==> config.mk <==
export PLATFORM = sky130hd
export DESIGN_NAME = sroc_spi_read_only
export DESIGN_NICKNAME = d
export VERILOG_FILES = /design/src/rtl/sroc_pkg.sv /design/src/rtl/sroc_spi_read_only.sv
export SDC_FILE = /design/constraint.sdc
export NUM_CORES = 1
export LEC_CHECK = 0
export BUFFER_PORTS_ARGS = -buffer_cell sky130_fd_sc_hd__buf_4
export CORE_MARGIN = 10
export CORE_UTILIZATION = 35
export DETAILED_ROUTE_END_ITERATION = 10
export SYNTH_ARGS = -nofsm -noshare
export SYNTH_HDL_FRONTEND = slang
export SYNTH_SLANG_ARGS = --single-unit
export TNS_END_PERCENT = 30
==> constraint.sdc <==
create_clock -name MCLK_IN -period 7.8 [get_ports MCLK_IN]
set_clock_uncertainty 0.15 [all_clocks]
set_input_delay 0.78 -clock MCLK_IN [delete_from_list [all_inputs] [get_ports MCLK_IN]]
set_output_delay 0.78 -clock MCLK_IN [all_outputs]
set_load 0.05 [all_outputs]
==> src/rtl/sroc_pkg.sv <==
package sroc_pkg;

    // ************************************************************
    // Frame layout
    // ************************************************************
    localparam int FRAME_BITS   = 16;
    localparam int MODE_LSB     = 0;
    localparam int MODE_W       = 3;
    localparam int SEL_LSB      = 3;
    localparam int SEL_W        = 3;
    localparam int PAY_LSB      = 6;
    localparam int PAY_W        = 10;
    localparam int REG_W        = 10;
    localparam int NUM_REGS     = 8;

    // Mode selection code for the read-only access
    localparam logic [2:0] MODE_READ_ONLY = 3'h7;
    // Register that holds the restart reason bits
    localparam logic [2:0] SEL_RESTART    = 3'h6;
    localparam int RST_HI_BIT   = 1;
    localparam int RST_LO_BIT   = 0;

    // Reset values
    localparam logic [9:0] CFG_RESET  = 10'h000;
    localparam logic [2:0] SEL_RESET  = 3'h0;

    typedef logic [REG_W-1:0] sroc_word_t;

    // Decoded command handed out at frame end
    typedef struct packed {
        logic [MODE_W-1:0] mode;
        logic [SEL_W-1:0]  sel;
        logic [PAY_W-1:0]  payload;
    } sroc_cmd_s;

    typedef enum logic [2:0] {
        ST_IDLE  = 3'b001,
        ST_SHIFT = 3'b010,
        ST_DONE  = 3'b100
    } sroc_state_e;

endpackage

==> src/rtl/sroc_spi_read_only.sv <==
`timescale 1ns/1ps
// How it works
// - Mode field read-only code marks read-only command
// - Read-only clears latched flags of selected register
// - Live-status flag bits are never cleared by reads
// - Read-only command writes no configuration register
// - Read-only frame requests no mode change
// - Valid read-only frame services the watchdog
// - Read-only returns selected register same frame
// - Other commands answer in the following frame
// - Restart reason bits cleared by read, sleep exit
// - Automatic first frame does not clear flags
module sroc_spi_read_only
    import sroc_pkg::*;
(
    input  wire logic                          MCLK_IN,
    input  wire logic                          RST_N_IN,
    input  wire logic                          SPI_CLK_IN,
    input  wire logic                          SPI_MOSI_IN,
    input  wire logic                          CHIP_SELECT_N_IN,
    output logic                               SPI_MISO_OUT,
    output logic                               SPI_MISO_OE_OUT,
    input  wire logic [NUM_REGS*REG_W-1:0]     STATUS_FLAGS_IN,
    input  wire logic [NUM_REGS*REG_W-1:0]     LIVE_MASK_IN,
    input  wire logic                          FIRST_FRAME_IN,
    input  wire logic [SEL_W-1:0]              FIRST_SEL_IN,
    input  wire logic                          SLEEP_EXIT_IN,
    output logic [NUM_REGS*REG_W-1:0]          FLAG_CLEAR_OUT,
    output logic                               WDOG_SERVICE_OUT,
    output logic                               CMD_VALID_OUT,
    output logic [FRAME_BITS-1:0]              CMD_OUT,
    output logic                               RESTART_HI_OUT,
    output logic                               RESTART_LO_OUT
);

    // ************************************************************
    // Input synchronisers
    // ************************************************************
    logic [2:0] sync1;
    logic [2:0] sync2;
    // Pin idle levels {select, data, clock}: select high, data and clock low
    localparam logic [2:0] SYNC_IDLE = 3'h4;
    logic       sclk_d;
    logic [4:0] bit_cnt;
    logic [FRAME_BITS-1:0] rx_shift;
    logic [REG_W-1:0]      tx_shift;
    logic [SEL_W-1:0]      pend_sel;
    sroc_state_e           state;
    sroc_state_e           next_state;
    logic                  restart_hi;
    logic                  restart_lo;
    sroc_cmd_s             cmd;

    always_ff @(posedge MCLK_IN or negedge RST_N_IN)
    begin
        if (!RST_N_IN)
        begin
            // Idle levels, so the first edges after reset neither open a
            // frame nor show a false rising edge of the link clock
            sync1 <= SYNC_IDLE;
            sync2 <= SYNC_IDLE;
        end
        else
        begin
            sync1 <= {CHIP_SELECT_N_IN, SPI_MOSI_IN, SPI_CLK_IN};
            sync2 <= sync1;
        end
    end

    wire sclk   = sync2[0];
    wire mosi   = sync2[1];
    wire cs_n   = sync2[2];
    // Edges of the link clock as seen through the synchronisers
    wire rise   = sclk & ~sclk_d;
    wire fall   = ~sclk & sclk_d;

    // ************************************************************
    // Decoding
    // ************************************************************
    // Select one register out of the packed flag vector
    function automatic sroc_word_t pick(input logic [NUM_REGS*REG_W-1:0] v,
                                        input logic [SEL_W-1:0] s);
        pick = v[s*REG_W +: REG_W];
    endfunction

    // Mode field arrives in the first bits, LSB first, so sel is known after 6 bits
    // The newest bits enter at the top, so after the header the mode and
    // select sit in the upper bits; the early view reads them there
    localparam int HDR_BASE = FRAME_BITS - (MODE_W + SEL_W);
    wire [SEL_W-1:0]  live_sel  = rx_shift[HDR_BASE + SEL_LSB +: SEL_W];
    wire [MODE_W-1:0] live_mode = rx_shift[HDR_BASE + MODE_LSB +: MODE_W];
    wire              live_ro   = (live_mode == MODE_READ_ONLY);
    wire             hdr_done  = (bit_cnt == 5'(MODE_W + SEL_W));
    wire             full      = (bit_cnt == 5'(FRAME_BITS));
    // Fields are picked by position: on the wire the mode comes first and
    // lands in the low bits, while the struct holds it as its top field
    assign cmd = {rx_shift[MODE_LSB +: MODE_W], rx_shift[SEL_LSB +: SEL_W],
                  rx_shift[PAY_LSB +: PAY_W]};
    wire             cmd_ro    = (cmd.mode == MODE_READ_ONLY);
    // Flag view as received; the restart register is replaced below by the latched reasons
    wire [NUM_REGS*REG_W-1:0] view = STATUS_FLAGS_IN;
    wire sroc_word_t rd_now   = pick(view, live_sel);
    wire sroc_word_t rd_pend  = pick(view, pend_sel);
    wire sroc_word_t rst_word = {{(REG_W-2){1'b0}}, restart_hi, restart_lo};
    // The restart register is served from the latched reasons, not the pins
    wire sroc_word_t now_word = (live_sel == SEL_RESTART) ? rst_word : rd_now;
    wire sroc_word_t old_word = (pend_sel == SEL_RESTART) ? rst_word : rd_pend;

    // ************************************************************
    // Frame state machine
    // ************************************************************
    // A frame reaches DONE only if the select rises after all 16 bits
    always_comb
    begin
        next_state = state;
        unique case (state)
            ST_IDLE:  if (!cs_n) next_state = ST_SHIFT;
            ST_SHIFT: if (cs_n)  next_state = full ? ST_DONE : ST_IDLE;
            ST_DONE:  next_state = ST_IDLE;
            default:  next_state = ST_IDLE;
        endcase
    end

    // Bits are taken on the detected rising edge; bits past 16 are ignored
    always_ff @(posedge MCLK_IN or negedge RST_N_IN)
    begin
        if (!RST_N_IN)
        begin
            state    <= ST_IDLE;
            sclk_d   <= 1'b0;
            bit_cnt  <= 5'h0;
            rx_shift <= 16'h0000;
            tx_shift <= 10'h000;
        end
        else
        begin
            state  <= next_state;
            sclk_d <= sclk;
            if (state == ST_IDLE && !cs_n)
            begin
                bit_cnt  <= 5'h0;
                // Previous command's answer is loaded at frame start
                tx_shift <= old_word;
            end
            else if (state == ST_SHIFT && rise && bit_cnt < 5'(FRAME_BITS))
            begin
                // LSB first: each new bit lands above those already in
                rx_shift <= {mosi, rx_shift[FRAME_BITS-1:1]};
                bit_cnt  <= bit_cnt + 5'h1;
            end
            else if (state == ST_SHIFT && fall)
            begin
                // Read-only: the selected register replaces the old answer here
                if (hdr_done && live_ro)
                    tx_shift <= now_word;
                else
                    tx_shift <= {1'b0, tx_shift[REG_W-1:1]};
            end
        end
    end

    // Only now are all 16 bits in place; effects wait for the select to rise
    // after at least that many bits, so a truncated frame changes nothing
    // outside and its read-only flag clear is dropped with it
    // ************************************************************
    // Command effects at frame end
    // ************************************************************
    // DONE lasts one clock, so each effect is a single pulse
    wire done      = (state == ST_DONE);
    wire ro_done   = done & cmd_ro;
    // Live bits are masked out, so a read never clears a standing condition
    wire sroc_word_t clr_sel = pick(STATUS_FLAGS_IN, cmd.sel) & ~pick(LIVE_MASK_IN, cmd.sel);

    always_ff @(posedge MCLK_IN or negedge RST_N_IN)
    begin
        if (!RST_N_IN)
        begin
            pend_sel         <= SEL_RESET;
            FLAG_CLEAR_OUT   <= '0;
            WDOG_SERVICE_OUT <= 1'b0;
            CMD_VALID_OUT    <= 1'b0;
            CMD_OUT          <= 16'h0000;
            restart_hi       <= 1'b0;
            restart_lo       <= 1'b0;
        end
        else
        begin
            FLAG_CLEAR_OUT   <= '0;
            WDOG_SERVICE_OUT <= ro_done;
            CMD_VALID_OUT    <= done & ~cmd_ro;
            // Handed on in wire order, first bit received in bit 0
            if (done && !cmd_ro)
                CMD_OUT <= rx_shift;
            // The automatic first frame only picks what is reported; no clear
            if (FIRST_FRAME_IN)
                pend_sel <= FIRST_SEL_IN;
            else if (done && !cmd_ro)
                pend_sel <= cmd.sel;
            // Clear pulse covers the selected register only
            if (ro_done)
                FLAG_CLEAR_OUT[cmd.sel*REG_W +: REG_W] <= clr_sel;
            // Set beats clear: a new reason arriving now is kept
            // Sleep exit clears both reasons, as a read does
            if (STATUS_FLAGS_IN[SEL_RESTART*REG_W + RST_HI_BIT])
                restart_hi <= 1'b1;
            else if ((ro_done && cmd.sel == SEL_RESTART) || SLEEP_EXIT_IN)
                restart_hi <= 1'b0;
            if (STATUS_FLAGS_IN[SEL_RESTART*REG_W + RST_LO_BIT])
                restart_lo <= 1'b1;
            else if ((ro_done && cmd.sel == SEL_RESTART) || SLEEP_EXIT_IN)
                restart_lo <= 1'b0;
        end
    end

    // Output bits move on the detected falling edge, some three clocks
    // late; the link clock must leave the host that much margin
    assign SPI_MISO_OUT    = tx_shift[0];
    // Driven only while the frame machine shifts
    assign SPI_MISO_OE_OUT = (state == ST_SHIFT);
    assign RESTART_HI_OUT  = restart_hi;
    assign RESTART_LO_OUT  = restart_lo;

endmodule // sroc_spi_read_only

# [After elaboration in Yosys (flattened, before gate mapping)]
# Cells that the tools add are included.
[totals] inputBits=170 output_inout_bits=102 regBits=144 word_cells=86
[op_classes] bitwise_logic=11 add_sub_neg=2 mul=3 n_shift=6 order_cmp=1 muxes=18 n_eq_ne=13 reduce_logical=18
[ops] cell="80-bit by 8-bit variable part select with 10-bit output" n=4
[ops] cell="80-bit bitwise AND" n=1
[ops] cell="80-bit two-way mux" n=1
[ops] cell="10-bit by 34-bit variable shift with 80-bit output (first input constant)" n=1
[ops] cell="10-bit by 34-bit variable part select with 80-bit output" n=1
[ops] cell="10-bit two-way mux" n=6
[ops] cell="7-bit negation with 34-bit output" n=1
[ops] cell="3-bit == test (second input constant)" n=6
[ops] cell="3-bit by 3-bit multiplier with 6-bit output (second input constant)" n=3
[ops] cell="3-bit two-way mux" n=5
[ops] cell="10-bit bitwise AND" n=1
[ops] cell="5-bit two-way mux" n=2
[ops] cell="10-bit NOT" n=1
[ops] cell="2-bit nonzero test" n=5
[ops] cell="1-bit logical AND" n=7
[ops] cell="3-bit one-hot mux with 2 select lines" n=1
[ops] cell="2-bit AND reduction" n=3
[ops] cell="5-bit by 1-bit adder with 5-bit output (second input constant)" n=1
[ops] cell="5-bit by 3-bit == test with 1-bit output (second input constant)" n=1
[ops] cell="5-bit == test (second input constant)" n=1
[ops] cell="5-bit < comparator (second input constant)" n=1
[ops] cell="1-bit bitwise AND" n=4
[ops] cell="2-bit != test (second input constant)" n=2
[ops] cell="1-bit NOT" n=4
[ops] cell="6 further kinds" n=9

# [Logic depth before layout (Yosys ltp)]
# Gate-level depths: netlist of the first run.
[logic_depth] word_depth=7 mapped_depth=14

# [Worst setup path before layout of the first run]
# Ideal clock, no wire load.
[synth_timing] path_kind="reg-to-reg" start="reg rx_shift[5]" end="reg FLAG_CLEAR_OUT[12]" path_stages_with_launch=13 path_slack_ps=4201 setup_ps=82 arrival_time_ps=3367 cell_sequence="dfrtp_1 -> ha_1 -> ha_1 -> or4_1 -> nor2_1 -> ha_1 -> clkbuf_1 -> inv_1 -> nor4_1 -> nand2_1 -> or2_2 -> clkbuf_1 -> a31oi_1"
[synth_between] elab_chain_len=7 elab_cells_between_ends=10
[synth_lines] item="from (decl)" line="sroc_spi_read_only.sv:45" text="logic [FRAME_BITS-1:0] rx_shift;"
[synth_lines] item="from (signal assigned)" line="sroc_spi_read_only.sv:148" text="rx_shift <= {mosi, rx_shift[FRAME_BITS-1:1]};"
[synth_lines] item="3-bit by 3-bit multiplier with 6-bit output (*)" line="sroc_spi_read_only.sv:83, sroc_spi_read_only.sv:201"
[synth_lines] item="80-bit by 8-bit variable part select with 10-bit output" line="sroc_spi_read_only.sv:83" text="pick = v[s*REG_W +: REG_W];"
[synth_lines] item="10-bit NOT" line="sroc_spi_read_only.sv:172" text="wire sroc_word_t clr_sel = pick(STATUS_FLAGS_IN, cmd.sel) & ~pick(LIVE_MASK_IN, cmd.sel);"
[synth_lines] item="10-bit bitwise AND" line="sroc_spi_read_only.sv:172"
[synth_lines] item="10-bit by 34-bit variable part select with 80-bit output" line="sroc_spi_read_only.sv:201" text="FLAG_CLEAR_OUT[cmd.sel*REG_W +: REG_W] <= clr_sel;"
[synth_lines] item="80-bit bitwise AND (no source line) (*)"
[synth_lines] item="80-bit two-way mux (*)" line="sroc_spi_read_only.sv:200" text="if (ro_done)"
[synth_lines] item="to (signal, indexed assignment)" line="sroc_spi_read_only.sv:201"
[synth_lines] item="to (decl)" line="sroc_spi_read_only.sv:28" text="output logic [NUM_REGS*REG_W-1:0] FLAG_CLEAR_OUT,"
# Mark *: on every way between the ends. The rest lies on a longest branch, timed or not.
# A chain may end at the register's enable or synchronous reset.

# [Worst setup path in the final report of the first run]
[layout_timing] start="reg rx_shift[5]" end="reg FLAG_CLEAR_OUT[69]"
# The elaborated chain is that of the path after synthesis.

==> key figures, run 1 <==
Die
  • Initial Utilization: between 30 and 40%
  • Die area: between 0.03 and 0.04 mm^2
  • Rows: 60
  • Placeable Area: ~0.027 mm^2
  • Die Height: around 190 um
  • Die width: around 190 um
  • Num ports: roughly 270

Final layout
  • ANT cells: 0
  • Filler cells: 2632
  • Fraction of layout cells with a size suffix above 1: between 30% and 40%
  • Layout overhead on the synthesized area: 30.4%
  • Final nets: 1429
  • Finished Layout Cells: 1632
  • Final Util: a little under half

Synthesis
  • Sequential area share after synthesis: around 37%
  • Post-synth EDFFs: 0
  • Syn nets: around 1200
  • #FFs+latches synth: roughly 140
  • Leading area contributor after synthesis: dfrtp_1
  • Post-synth cell types: 85
  • Yosys top cell area share: roughly 36%
  • Yosys warnings: 0
  • Cell Area, Synth: slightly below 0.01 mm^2
  • Synthesized area per cell: approximately 9.6 um^2
  • Ys flop type: dfrtp_1
  • Top cells by area, synth: dfrtp_1, mux4_2, nand2_1
  • Synth Instances: 1010
  • Synth async-reset ratio: 100%

Global route
  • Vias in the first global route: slightly below 10000
  • GRT Residual Overflow: 0
  • Global-route wire length before repair: ~62000 um
  • Initial antenna violation count: 1
  • Largest net degree at the start of global routing: 76
  • Gr usage total: between 20% and 30%

Placement
  • DP Worst Slack: ~2700 ps
  • Hpwl dp: ~32000 um
  • Port Buffer Count: 271
  • Placer Congestion: just under 1
  • Dpl cells: 1600

Clock tree
  • CTS tree: yes
  • Post-CTS Resized: 0
  • Post-CTS Setup Bufs: 0
  • Worst-path clk slew: ~70 ps
  • CTS Buffer Depth: 2
  • H-tree depth: 4
  • Later-pin clock latency in the skew report: 430 ps
  • Hold-fix buffers, CTS: 0
  • CTS buffer count: 17
  • Clock Sinks: between 100 and 150
  • Clk root buf: clkbuf_16

Critical path
  • CP endpoint kind: flop
  • WP data required: ~8000 ps
  • Arr. time, crit path: between 5000 and 6000 ps
  • Crit-path cells: buf_4 -> inv_1 -> ha_1 -> nor2_1 -> ha_1 -> inv_1 -> nor4_1 -> nand2_1 -> nor3_2 -> nand2_1 -> o32ai_1
  • FF-to-FF End: FLAG_CLEAR_OUT[69]
  • Crit start category: flop
  • R2R Setup Slk: approximately 2500 ps
  • CP startpoint: rx_shift[5]
  • Worst r2r src: rx_shift[5]
  • Reg2reg path depth: 11
  • Worst Setup EP: FLAG_CLEAR_OUT[69]
  • Crit Path Max Fanout: 30
  • Setup CP Type: flop to flop
  • CP max stage cell: nor4_1
  • Critical path's largest stage delay: 820 ps

Min path
  • Hold WC Path Type: flop to flop
  • Hold depth: 0

Status
  • Status: finished, final reports clean

Power and ir drop
  • Psw: roughly 660 uW
  • Comb pwr share: between 20% and 30%
  • Register share of total power: 38.8%
  • Sw Ratio: 30.3%
  • Pint: 1.51 mW
  • Peak VDD IR: about 0.14 mV
  • PD cells: ~170 mW/mm^2
  • LEAKAGE: between 5 and 6 nW
  • Clock Power Share: 40.1%

Routing
  • DRT Pass-1 Iters: 6
  • DRC Markers: 0
  • Average wire per standard cell: 24.9 um
  • Vias post-DR: roughly 9600
  • Via/cell ratio: between 5 and 6
  • Routed Antenna Nets: 0
  • Final wirelength: approximately 40000 um
  • Starting DRT DRC Count: between 900 and 1000

Timing
  • Worst-Margin Slew: ~1100 ps
  • Setup TNS: 0 ps
  • Post-route minimum period: ~5300 ps
  • RSZ-0062 raised after global routing: no
  • Post-layout worst setup margin: 2510 ps
  • Fin. Hold Viols: 0
  • Final-report setup violation count: 0
  • Slew Viols, Final: 0
  • Slew margin rel.: 27.9%
  • Final period utilization: 67.9%
  • FMAX: 189 MHz

Job
  • Max_cap viols: 0
-- per-stage QoR --
step	hold WS (ps)	instance area, um^2	power, mW
final	202	12600	2.17
after CTS	203	12600	2.18
after floorplan	181	9680	1.12
after detailed placement	187	12000	1.31
after global routing	211	12600	2.26
after global placement	186	12000	1.30
-- critical path, delay by kind of cell, from the launching register on --
kind                     cells  cell delay (ps)
AO/OA/AOI/OAI                1              230
adder cells (fa/ha/maj)      2             1160
buffers and inverters        3              840
flip-flops                   1              730
AND/OR/NAND/NOR              5             2070
-- power by group through the flow --
stage	Sequential [mW]	Clock, mW	Combinational (mW)
floorplan	0.832	0	0.287
detailed placement	0.852	0	0.457
global placement	0.852	0	0.451
finish	0.840	0.870	0.457
global route	0.844	0.919	0.493
CTS	0.839	0.884	0.458
-- layer usage --
layer | up-vias | routed length, um | track usage, %
li1 | 4275 | - | -
met1 | 4652 | 16900 | 28.8
met2 | 587 | 19100 | 36.1
met3 | 77 | 3470 | 5.98
met4 | 0 | 1320 | 8.41
met5 | - | 0 | 0
-- cell usage after synthesis, types with 7 or more instances --
cell type / count
mux2_2: 34
a31oi_1: 16
buf_2: 17
nor4bb_1: 9
nand3_1: 34
mux4_2: 44
dfrtp_1: 141
nor4_1: 7
nand2b_1: 10
o211ai_1: 15
a21oi_1: 46
a221oi_1: 8
nor3b_1: 9
o21a_1: 12
a211oi_1: 28
nand4_1: 7
mux2i_1: 12
nand3b_1: 7
nor4b_1: 7
o21ai_0: 25
inv_1: 21
nand2_1: 130
ha_1: 12
clkbuf_1: 45
nor3_1: 24
nor2b_1: 50
nor2_1: 89
a22oi_1: 19
-- state kept, by name, indices dropped and copies added (netlist names) --
| name | flops |
|---|---|
| bit_cnt | 5 |
| RESTART_HI_OUT | 1 |
| tx_shift | 10 |
| sclk_d | 1 |
| RESTART_LO_OUT | 1 |
| rx_shift | 16 |
| CMD_VALID_OUT | 1 |
| sync1 | 3 |
| CMD_OUT | 16 |
| pend_sel | 3 |
| state | 3 |
| FLAG_CLEAR_OUT | 80 |
| sync2 | 3 |
| WDOG_SERVICE_OUT | 1 |
-- layout by cell type (no fill, tap or decap), drive strengths merged, types with 28 or more instances in the layout --
master and instances:
a211oi 28, a21oi 47, buf 284, dfrtp 141, inv 31, mux2 34, mux4 44, nand2 130
nand3 34, nor2 89, nor2b 50
-- how the worst min path moves through the flow --
stage	startpoint	to	slack, ps
5_1_grt	sync1[2]	sync2[2]	210
3_3_place_gp	sync1[0]	sync2[0]	190
3_5_place_dp	sync1[1]	sync2[1]	190
6_report	sync1[1]	sync2[1]	200
2_1_floorplan	sync1[0]	sync2[0]	180
4_1_cts	sync1[1]	sync2[1]	200
-- final cells by class --
cell class	instances	area, um^2	area share (%)
Timing Repair Buffer	284	2140	16.9
Sequential cell	144	3610	28.6
Clock buffer	17	425	3.37
Multi-Input combinational cell	776	5710	45.2
Inverter	24	90.1	0.714
Clock inverter	15	190	1.51
Tap cell	372	465	3.69
-- cell families (layout without fill, tap and decap cells) --
group	after synthesis	in the layout	share of synthesized area, %
and+or+nand+nor	442	442	24.5
AOI/OAI and AO/OA	228	228	17.0
DFF	144	144	37.2
muxes	90	90	15.4
buffers and inverters	90	340	3.90
adders and majority gates	12	12	1.55
xor gates and xnor gates	4	4	0.362
No activity file was read; power rests on OpenSTA's default activity.
==> run 2, diff against run 1 <==
--- a/config.mk
+++ b/config.mk
@@ -5,6 +5,7 @@
 export SDC_FILE = /design/constraint.sdc
 export NUM_CORES = 1
 export LEC_CHECK = 0
+export ABC_AREA = 1
 export BUFFER_PORTS_ARGS = -buffer_cell sky130_fd_sc_hd__buf_4
 export CORE_MARGIN = 10
 export CORE_UTILIZATION = 35
==> constraint.sdc (replaced) <==
create_clock -name MCLK_IN -period 5.5 [get_ports MCLK_IN]
set_clock_uncertainty 0.15 [all_clocks]
set_input_delay 0.55 -clock MCLK_IN [delete_from_list [all_inputs] [get_ports MCLK_IN]]
set_output_delay 0.55 -clock MCLK_IN [all_outputs]
set_load 0.05 [all_outputs]
==> key figures, run 2 <==
Synthesis
  • Synthesized area per cell: 7.17 um^2 (was 9.59 um^2)
  • Leading area contributor after synthesis: dfrtp_1 (unchanged)
  • Synth async-reset ratio: 100% (unchanged)
  • Post-synth EDFFs: 0 (unchanged)
  • Yosys warnings: 0 (unchanged)
  • Sequential area share after synthesis: 38.6% (was 37.2%)
  • Yosys top cell area share: 37.7% (was 36.4%)
  • Cell Area, Synth: 0.00935 mm^2 (was 0.00968 mm^2)
  • Syn nets: 1487 (was 1192)
  • #FFs+latches synth: 144 (unchanged)
  • Synth cell count leaders: nand2_1, nand3_1, dfrtp_1 (was dfrtp_1, nand2_1, nor2_1)
  • Count leader, synth: nand2_1 (was dfrtp_1)
  • Ys flop type: dfrtp_1 (unchanged)
  • Top cells by area, synth: dfrtp_1, nand3_1, nand2_1 (was dfrtp_1, mux4_2, nand2_1)
  • Post-synth cell types: 47 (was 85)
  • Synth Instances: 1305 (was 1010)

Placement
  • Port Buffer Count: 271 (unchanged)
  • Placer Congestion: 0.937 (was 0.966)
  • Hpwl dp: 28500 um (was 32100 um)

Final layout
  • Max reg flops: 80 (unchanged)
  • Final Util: 46.5% (was 46.6%)
  • Top reg by flops: FLAG_CLEAR_OUT (unchanged)
  • Commonest non-fill, non-tap cell in the layout: buf_4 (unchanged)
  • Commonest cells after routing, fill and taps aside: buf_4, nand2_1, nand3_1, dfrtp_1, o21ai_0 (was buf_4, dfrtp_1, nand2_1, nor2_1, nor2b_1)
  • Filler cells: 2631 (was 2632)
  • Leading registers by flop count: FLAG_CLEAR_OUT x80, CMD_OUT x16, rx_shift x16 (unchanged)
  • Final nets: 1716 (was 1429)
  • Layout overhead on the synthesized area: 30.3% (was 30.4%)
  • Fraction of layout cells with a size suffix above 1: 24.0% (was 34.2%)

Timing
  • Worst-Margin Slew: 955 ps (was 1080 ps)
  • Setup TNS: 0 ps (unchanged)
  • FMAX: 249 MHz (was 189 MHz)
  • Post-route minimum period: 4010 ps (was 5290 ps)
  • Slew margin rel.: 36.1% (was 27.9%)
  • RSZ-0062 raised after global routing: no (unchanged)
  • Final period utilization: 72.9% (was 67.9%)
  • Fin. Hold Viols: 0 (unchanged)
  • Slew Viols, Final: 0 (unchanged)
  • Final-report setup violation count: 0 (unchanged)

Min path
  • Hold depth: 1 (was 0)
  • Worst Hold End: sync1[2] (was sync2[1])
  • Hold Crit Start: CHIP_SELECT_N_IN (was sync1[1])
  • Hold WC Path Type: input pin to flop (was flop to flop)

Critical path
  • Crit start category: flop (unchanged)
  • CP endpoint kind: flop (unchanged)
  • Arr. time, crit path: 4220 ps (was 5480 ps)
  • Worst r2r src: rx_shift[3] (was rx_shift[5])
  • WP data required: 5700 ps (was 7980 ps)
  • Setup CP Type: flop to flop (unchanged)
  • R2R Setup Slk: 1490 ps (was 2510 ps)
  • Crit Path Max Fanout: 55 (was 30)
  • Reg2reg path depth: 16 (was 11)
  • FF-to-FF End: FLAG_CLEAR_OUT[30] (was FLAG_CLEAR_OUT[69])

Die
  • Placeable Area: 0.0262 mm^2 (was 0.0271 mm^2)
  • Num ports: 272 (unchanged)
  • Die width: 183 um (was 186 um)
  • Rows: 59 (was 60)
  • Initial Utilization: 35.7% (about the same)
  • Die area: 0.0337 mm^2 (was 0.0347 mm^2)
  • Die Height: 183 um (was 186 um)

Clock tree
  • Later-pin clock latency in the skew report: 430 ps (about the same)
  • CTS buffer count: 17 (unchanged)
  • Worst-path clk slew: 70 ps (about the same)
  • CTS tree: yes (unchanged)
  • H-tree depth: 4 (unchanged)
  • Post-CTS Resized: 0 (unchanged)
  • CTS Buffer Depth: 2 (unchanged)
  • Clock Sinks: 144 (unchanged)
  • Clk root buf: clkbuf_16 (unchanged)

Routing
  • Starting DRT DRC Count: 894 (was 974)
  • Via/cell ratio: 5.39 (was 5.88)
  • DRC Markers: 0 (unchanged)
  • Average wire per standard cell: 20.0 um (was 24.9 um)
  • Vias post-DR: 10200 (was 9591)
  • Routed Antenna Nets: 0 (unchanged)
  • DRT Pass-1 Iters: 5 (was 6)
  • Final wirelength: 37800 um (was 40700 um)

Power and ir drop
  • Sw Ratio: 32.5% (was 30.3%)
  • Peak VDD IR: 0.167 mV (was 0.141 mV)
  • Pint: 2.06 mW (was 1.51 mW)
  • PD cells: 250 mW/mm^2 (was 172 mW/mm^2)
  • Register share of total power: 38.2% (was 38.8%)
  • Clock Power Share: 40.1% (about the same)
  • Comb pwr share: 21.7% (was 21.1%)
  • Psw: 991 uW (was 657 uW)
  • LEAKAGE: 5.88 nW (was 5.57 nW)

Global route
  • Gr usage total: 22.0% (was 22.7%)
  • M1 GR Usage: 29.2% (was 28.8%)
  • Busiest metal layer after global routing: met2 (unchanged)
  • Global-route wire length before repair: 58600 um (was 61600 um)
  • Initial antenna violation count: 1 (unchanged)
  • Vias in the first global route: 10200 (was 9784)
  • GRT Residual Overflow: 0 (unchanged)
  • Largest net degree at the start of global routing: 63 (was 76)
  • Met3 GRT Util: 5.61% (was 5.98%)
  • Met2 global-route usage: 34.9% (was 36.1%)

Job
  • Max_cap viols: 0 (unchanged)

Status
  • Status: finished, final reports clean (unchanged)
==> run 2: cell count changes after synthesis, moves of 34 or more <==
| cell | change |
|---|---|
| mux4_2 | -44 |
| nor2b_1 | -44 |
| nand3_1 | +165 |
| inv_1 | +99 |
| nand2_1 | +95 |
| o21ai_0 | +106 |
| mux2_2 | -34 |
==> run 2: repair_timing <==
item / CTS / global route
hold endpoints to repair: 46 / 0
setup buffers: 0 / 0
hold buffers: 1 / 0
==> run 2: critical path, stage by stage (launching register included) <==
cell and delay, ps:
dfrtp_2 400, buf_4 530, ha_1 260, ha_1 160, inv_1 50, ha_1 290
nor2_1 60, ha_1 630, nand2_2 220, inv_2 130, nand2_1 80, nor2_1 120
buf_4 230, inv_1 80, nor2_1 270, nand2_1 120, a21oi_1 140
==> run 2: layout make-up <==
type	instances	area, um^2	share of cell area, %
multi-input combinational	945	4830	39.7
sequential	144	3610	29.6
timing repair buffer	292	2200	18.0
inverter	134	508	4.17
clock buffer	17	425	3.49
tap	335	419	3.44
clock inverter	15	189	1.55
antenna	1	2.50	0.0205
==> run 2: kinds of logic (layout without fill, tap and decap cells) <==
| group | Yosys count | after routing | synth area share, % |
|---|---|---|---|
| adder cells (fa/ha/maj) | 12 | 12 | 1.61 |
| buffers and inverters | 216 | 458 | 9.78 |
| AO/OA/AOI/OAI | 293 | 293 | 18.1 |
| flip-flops | 144 | 144 | 38.6 |
| other | 0 | 1 | 0 |
| AND/OR/NAND/NOR | 640 | 640 | 32.0 |
==> run 2: stage by stage <==
step	hold WS [ps]	power (mW)	std cells	area (um^2)	worst slack [ps]
2_1_floorplan	104	1.57	1305	9350	2710
3_3_place_gp	185	1.83	1849	11600	1640
3_5_place_dp	187	1.84	1849	11600	1580
4_1_cts	60.7	3.06	1882	12200	1550
5_1_grt	57.9	3.21	1883	12200	1200
6_report	66.9	3.05	1883	12200	1490
==> run 2: worst max path at each step <==
stage                            from  slack [ps]            endpoint
after floorplan           rx_shift[3]        2710  FLAG_CLEAR_OUT[66]
after global placement    rx_shift[3]        1640  FLAG_CLEAR_OUT[65]
after detailed placement  rx_shift[3]        1580  FLAG_CLEAR_OUT[30]
after CTS                 rx_shift[3]        1550  FLAG_CLEAR_OUT[30]
after global routing      rx_shift[3]        1200  FLAG_CLEAR_OUT[68]
final                     rx_shift[3]        1490  FLAG_CLEAR_OUT[30]
==> run 2: per-layer routing <==
layer  vias up  wire (um)  part of all wire (%)
li1       4877          -                     -
met1      4814      16500                    44
met2       419      17300                    46
met3        48       3150                   8.4
met4         0        794                   2.1
met5         -          0                     0
==> run 2: power groups by stage <==
| stage | clock network (mW) | registers, mW | logic, mW |
|---|---|---|---|
| 2_1_floorplan | 0 | 1.18 | 0.394 |
| 3_3_place_gp | 0 | 1.18 | 0.647 |
| 3_5_place_dp | 0 | 1.18 | 0.655 |
| 4_1_cts | 1.24 | 1.16 | 0.659 |
| 5_1_grt | 1.28 | 1.17 | 0.752 |
| 6_report | 1.22 | 1.17 | 0.660 |
==> run 3, diff against run 2 <==
==> constraint.sdc (replaced) <==
create_clock -name MCLK_IN -period 3.65 [get_ports MCLK_IN]
set_clock_uncertainty 0.15 [all_clocks]
set_input_delay 0.365 -clock MCLK_IN [delete_from_list [all_inputs] [get_ports MCLK_IN]]
set_output_delay 0.365 -clock MCLK_IN [all_outputs]
set_load 0.05 [all_outputs]
==> key figures, run 3 (same netlist as run 2, synthesis figures left out) <==
Die
  • Die area: 0.0337 mm^2 (unchanged)
  • Rows: 59 (unchanged)
  • Die Height: 183 um (unchanged)
  • Placeable Area: 0.0262 mm^2 (unchanged)
  • Initial Utilization: 35.7% (unchanged)
  • Die width: 183 um (unchanged)
  • Num ports: 272 (unchanged)

Global route
  • Initial antenna violation count: 0 (was 1)
  • GRT Residual Overflow: 0 (unchanged)
  • Gr usage total: 21.9% (was 22.0%)
  • Met2 global-route usage: 35.7% (was 34.9%)
  • Largest net degree at the start of global routing: 105 (was 63)
  • Vias in the first global route: 10300 (was 10200)
  • Global-route wire length before repair: 58500 um (was 58600 um)
  • Met3 GRT Util: 4.62% (was 5.61%)
  • Busiest metal layer after global routing: met2 (unchanged)
  • M1 GR Usage: 29.1% (was 29.2%)

Routing
  • Average wire per standard cell: 19.8 um (was 20.0 um)
  • Routed Antenna Nets: 0 (unchanged)
  • Final wirelength: 37700 um (was 37800 um)
  • Starting DRT DRC Count: 1017 (was 894)
  • DRT Pass-1 Iters: 5 (unchanged)
  • DRC Markers: 0 (unchanged)
  • Vias post-DR: 10300 (was 10200)
  • Via/cell ratio: 5.44 (was 5.39)

Clock tree
  • Worst-path clk slew: 70 ps (about the same)
  • Post-CTS Resized: 0 (unchanged)
  • Post-CTS Setup Bufs: 0 (unchanged)
  • CTS Buffer Depth: 2 (unchanged)
  • CTS tree: yes (unchanged)
  • Clk root buf: clkbuf_16 (unchanged)
  • CTS buffer count: 17 (unchanged)
  • Later-pin clock latency in the skew report: 430 ps (about the same)
  • Hold-fix buffers, CTS: 4 (was 1)
  • Clock Sinks: 144 (unchanged)
  • H-tree depth: 4 (unchanged)

Final layout
  • Top reg by flops: FLAG_CLEAR_OUT (unchanged)
  • ANT cells: 0 (was 1)
  • Fraction of layout cells with a size suffix above 1: 24.7% (was 24.0%)
  • Final nets: 1733 (was 1716)
  • Leading registers by flop count: FLAG_CLEAR_OUT x80, CMD_OUT x16, rx_shift x16 (unchanged)
  • Commonest cells after routing, fill and taps aside: buf_4, nand2_1, nand3_1, dfrtp_1, o21ai_0 (unchanged)
  • Finished Layout Cells: 1899 (was 1883)
  • Max reg flops: 80 (unchanged)
  • Filler cells: 2668 (was 2631)
  • Layout overhead on the synthesized area: 31.2% (was 30.3%)
  • Final Util: 46.8% (was 46.5%)
  • Final instance area: 0.0123 mm^2 (was 0.0122 mm^2)
  • Commonest non-fill, non-tap cell in the layout: buf_4 (unchanged)

Critical path
  • CP Buf/Inv Count: 3 (was 5)
  • Crit start category: flop (unchanged)
  • CP max stage cell: dfrtp_2 (was ha_1)
  • Crit Path Max Fanout: 24 (was 55)
  • Critical path's largest stage delay: 450 ps (was 630 ps)
  • Largest delay share family, worst path: simple AND/OR/NAND/NOR gates (was adder cells)
  • Arr. time, crit path: 3220 ps (was 4220 ps)
  • Most frequent CP cell: nand2_1 (was ha_1)
  • CP endpoint kind: flop (unchanged)
  • Crit-path cells: ha_1 -> ha_1 -> inv_1 -> ha_1 -> inv_1 -> nand2_1 -> nand2_1 -> buf_4 -> nand3_2 -> nor2_2 -> nand2_1 -> o21ai_0 -> nand2_1 -> a21oi_1 (was buf_4 -> ha_1 -> ha_1 -> inv_1 -> ha_1 -> nor2_1 -> ha_1 -> nand2_2 -> inv_2 -> nand2_1 -> nor2_1 -> buf_4 -> inv_1 -> nor2_1 -> nand2_1 -> a21oi_1)
  • WP data required: 3800 ps (was 5700 ps)
  • Setup CP Type: flop to flop (unchanged)

Timing
  • Min Hold Slack: 9.76 ps (was 66.9 ps)
  • RSZ-0062 raised after global routing: no (unchanged)
  • Final-report setup violation count: 0 (unchanged)
  • Final period utilization: 84.1% (was 72.9%)
  • FMAX: 326 MHz (was 249 MHz)
  • Post-layout worst setup margin: 582 ps (was 1490 ps)
  • Slew margin rel.: 24.1% (was 36.1%)
  • Worst-Margin Slew: 1130 ps (was 955 ps)
  • Slew Viols, Final: 0 (unchanged)
  • Fin. Hold Viols: 0 (unchanged)
  • Setup TNS: 0 ps (unchanged)
  • Post-route minimum period: 3070 ps (was 4010 ps)

Power and ir drop
  • PnR Total Power: 4.44 mW (was 3.05 mW)
  • PD cells: 362 mW/mm^2 (was 250 mW/mm^2)
  • LEAKAGE: 5.93 nW (was 5.88 nW)
  • Peak VDD IR: 0.272 mV (was 0.167 mV)

Placement
  • Placer Congestion: 0.928 (was 0.937)
  • Port Buffer Count: 271 (unchanged)
  • DP Worst Slack: 681 ps (was 1580 ps)
  • Hpwl dp: 28400 um (was 28500 um)
  • Dpl cells: 1863 (was 1849)
  • Area of placed instances: 0.0117 mm^2 (was 0.0116 mm^2)

Min path
  • Hold WC Path Type: input pin to flop (unchanged)

Job
  • Max_cap viols: 0 (unchanged)

Status
  • Status: finished, final reports clean (unchanged)
[run 3: cell types whose count changed in the layout (fill, tap and decap cells not counted), sizes merged]
cell / delta
buf: +14
bufinv: -2
clkinv: +3
clkinvlp: +1
diode: -1
dlygate4sd3: +3
inv: -2
[run 3: worst paths after layout]
| path | from | to | slack, ps | cells past startpoint |
|---|---|---|---|---|
| setup reg to reg | rx_shift[3] | FLAG_CLEAR_OUT[6] | 580 | 14 |
| max in group asynchronous | RST_N_IN | FLAG_CLEAR_OUT[41] | 1950 | 3 |
| min in group asynchronous | RST_N_IN | sync1[0] | 450 | 2 |
| hold / removal | STATUS_FLAGS_IN[60] | RESTART_LO_OUT | 10 | 2 |
| setup / recovery | rx_shift[3] | FLAG_CLEAR_OUT[6] | 580 | 14 |
| hold reg to reg | sync1[2] | sync2[2] | 200 | 0 |
[run 3: layer usage]
| metal | routed length [um] | share of wire, % |
|---|---|---|
| met1 | 16300 | 43 |
| met2 | 17600 | 47 |
| met3 | 3190 | 8.5 |
| met4 | 602 | 1.6 |
| met5 | 0 | 0 |
[run 3: cell type report]
| class | count | area, um^2 | share of cell area, % |
|---|---|---|---|
| clock buffers | 17 | 425 | 3.47 |
| clock inverters | 15 | 148 | 1.20 |
| inverters | 134 | 508 | 4.14 |
| multi-input cells | 945 | 4830 | 39.4 |
| flip-flops and latches | 144 | 3610 | 29.4 |
| well taps | 335 | 419 | 3.42 |
| repair buffers | 309 | 2330 | 19.0 |
[run 3: power by group]
group / internal, mW / switching [mW]
combinational: 0.384 / 0.625
clock: 0.904 / 0.784
sequential: 1.68 / 0.0682
[run 3: worst reg2reg max path: stages, from the launching register on]
cell and delay [ps]:
dfrtp_2 450, ha_1 210, ha_1 200, inv_1 60
ha_1 240, inv_1 80, nand2_1 60, nand2_1 90
buf_4 290, nand3_2 170, nor2_2 240, nand2_1 140
o21ai_0 180, nand2_1 90, a21oi_1 290
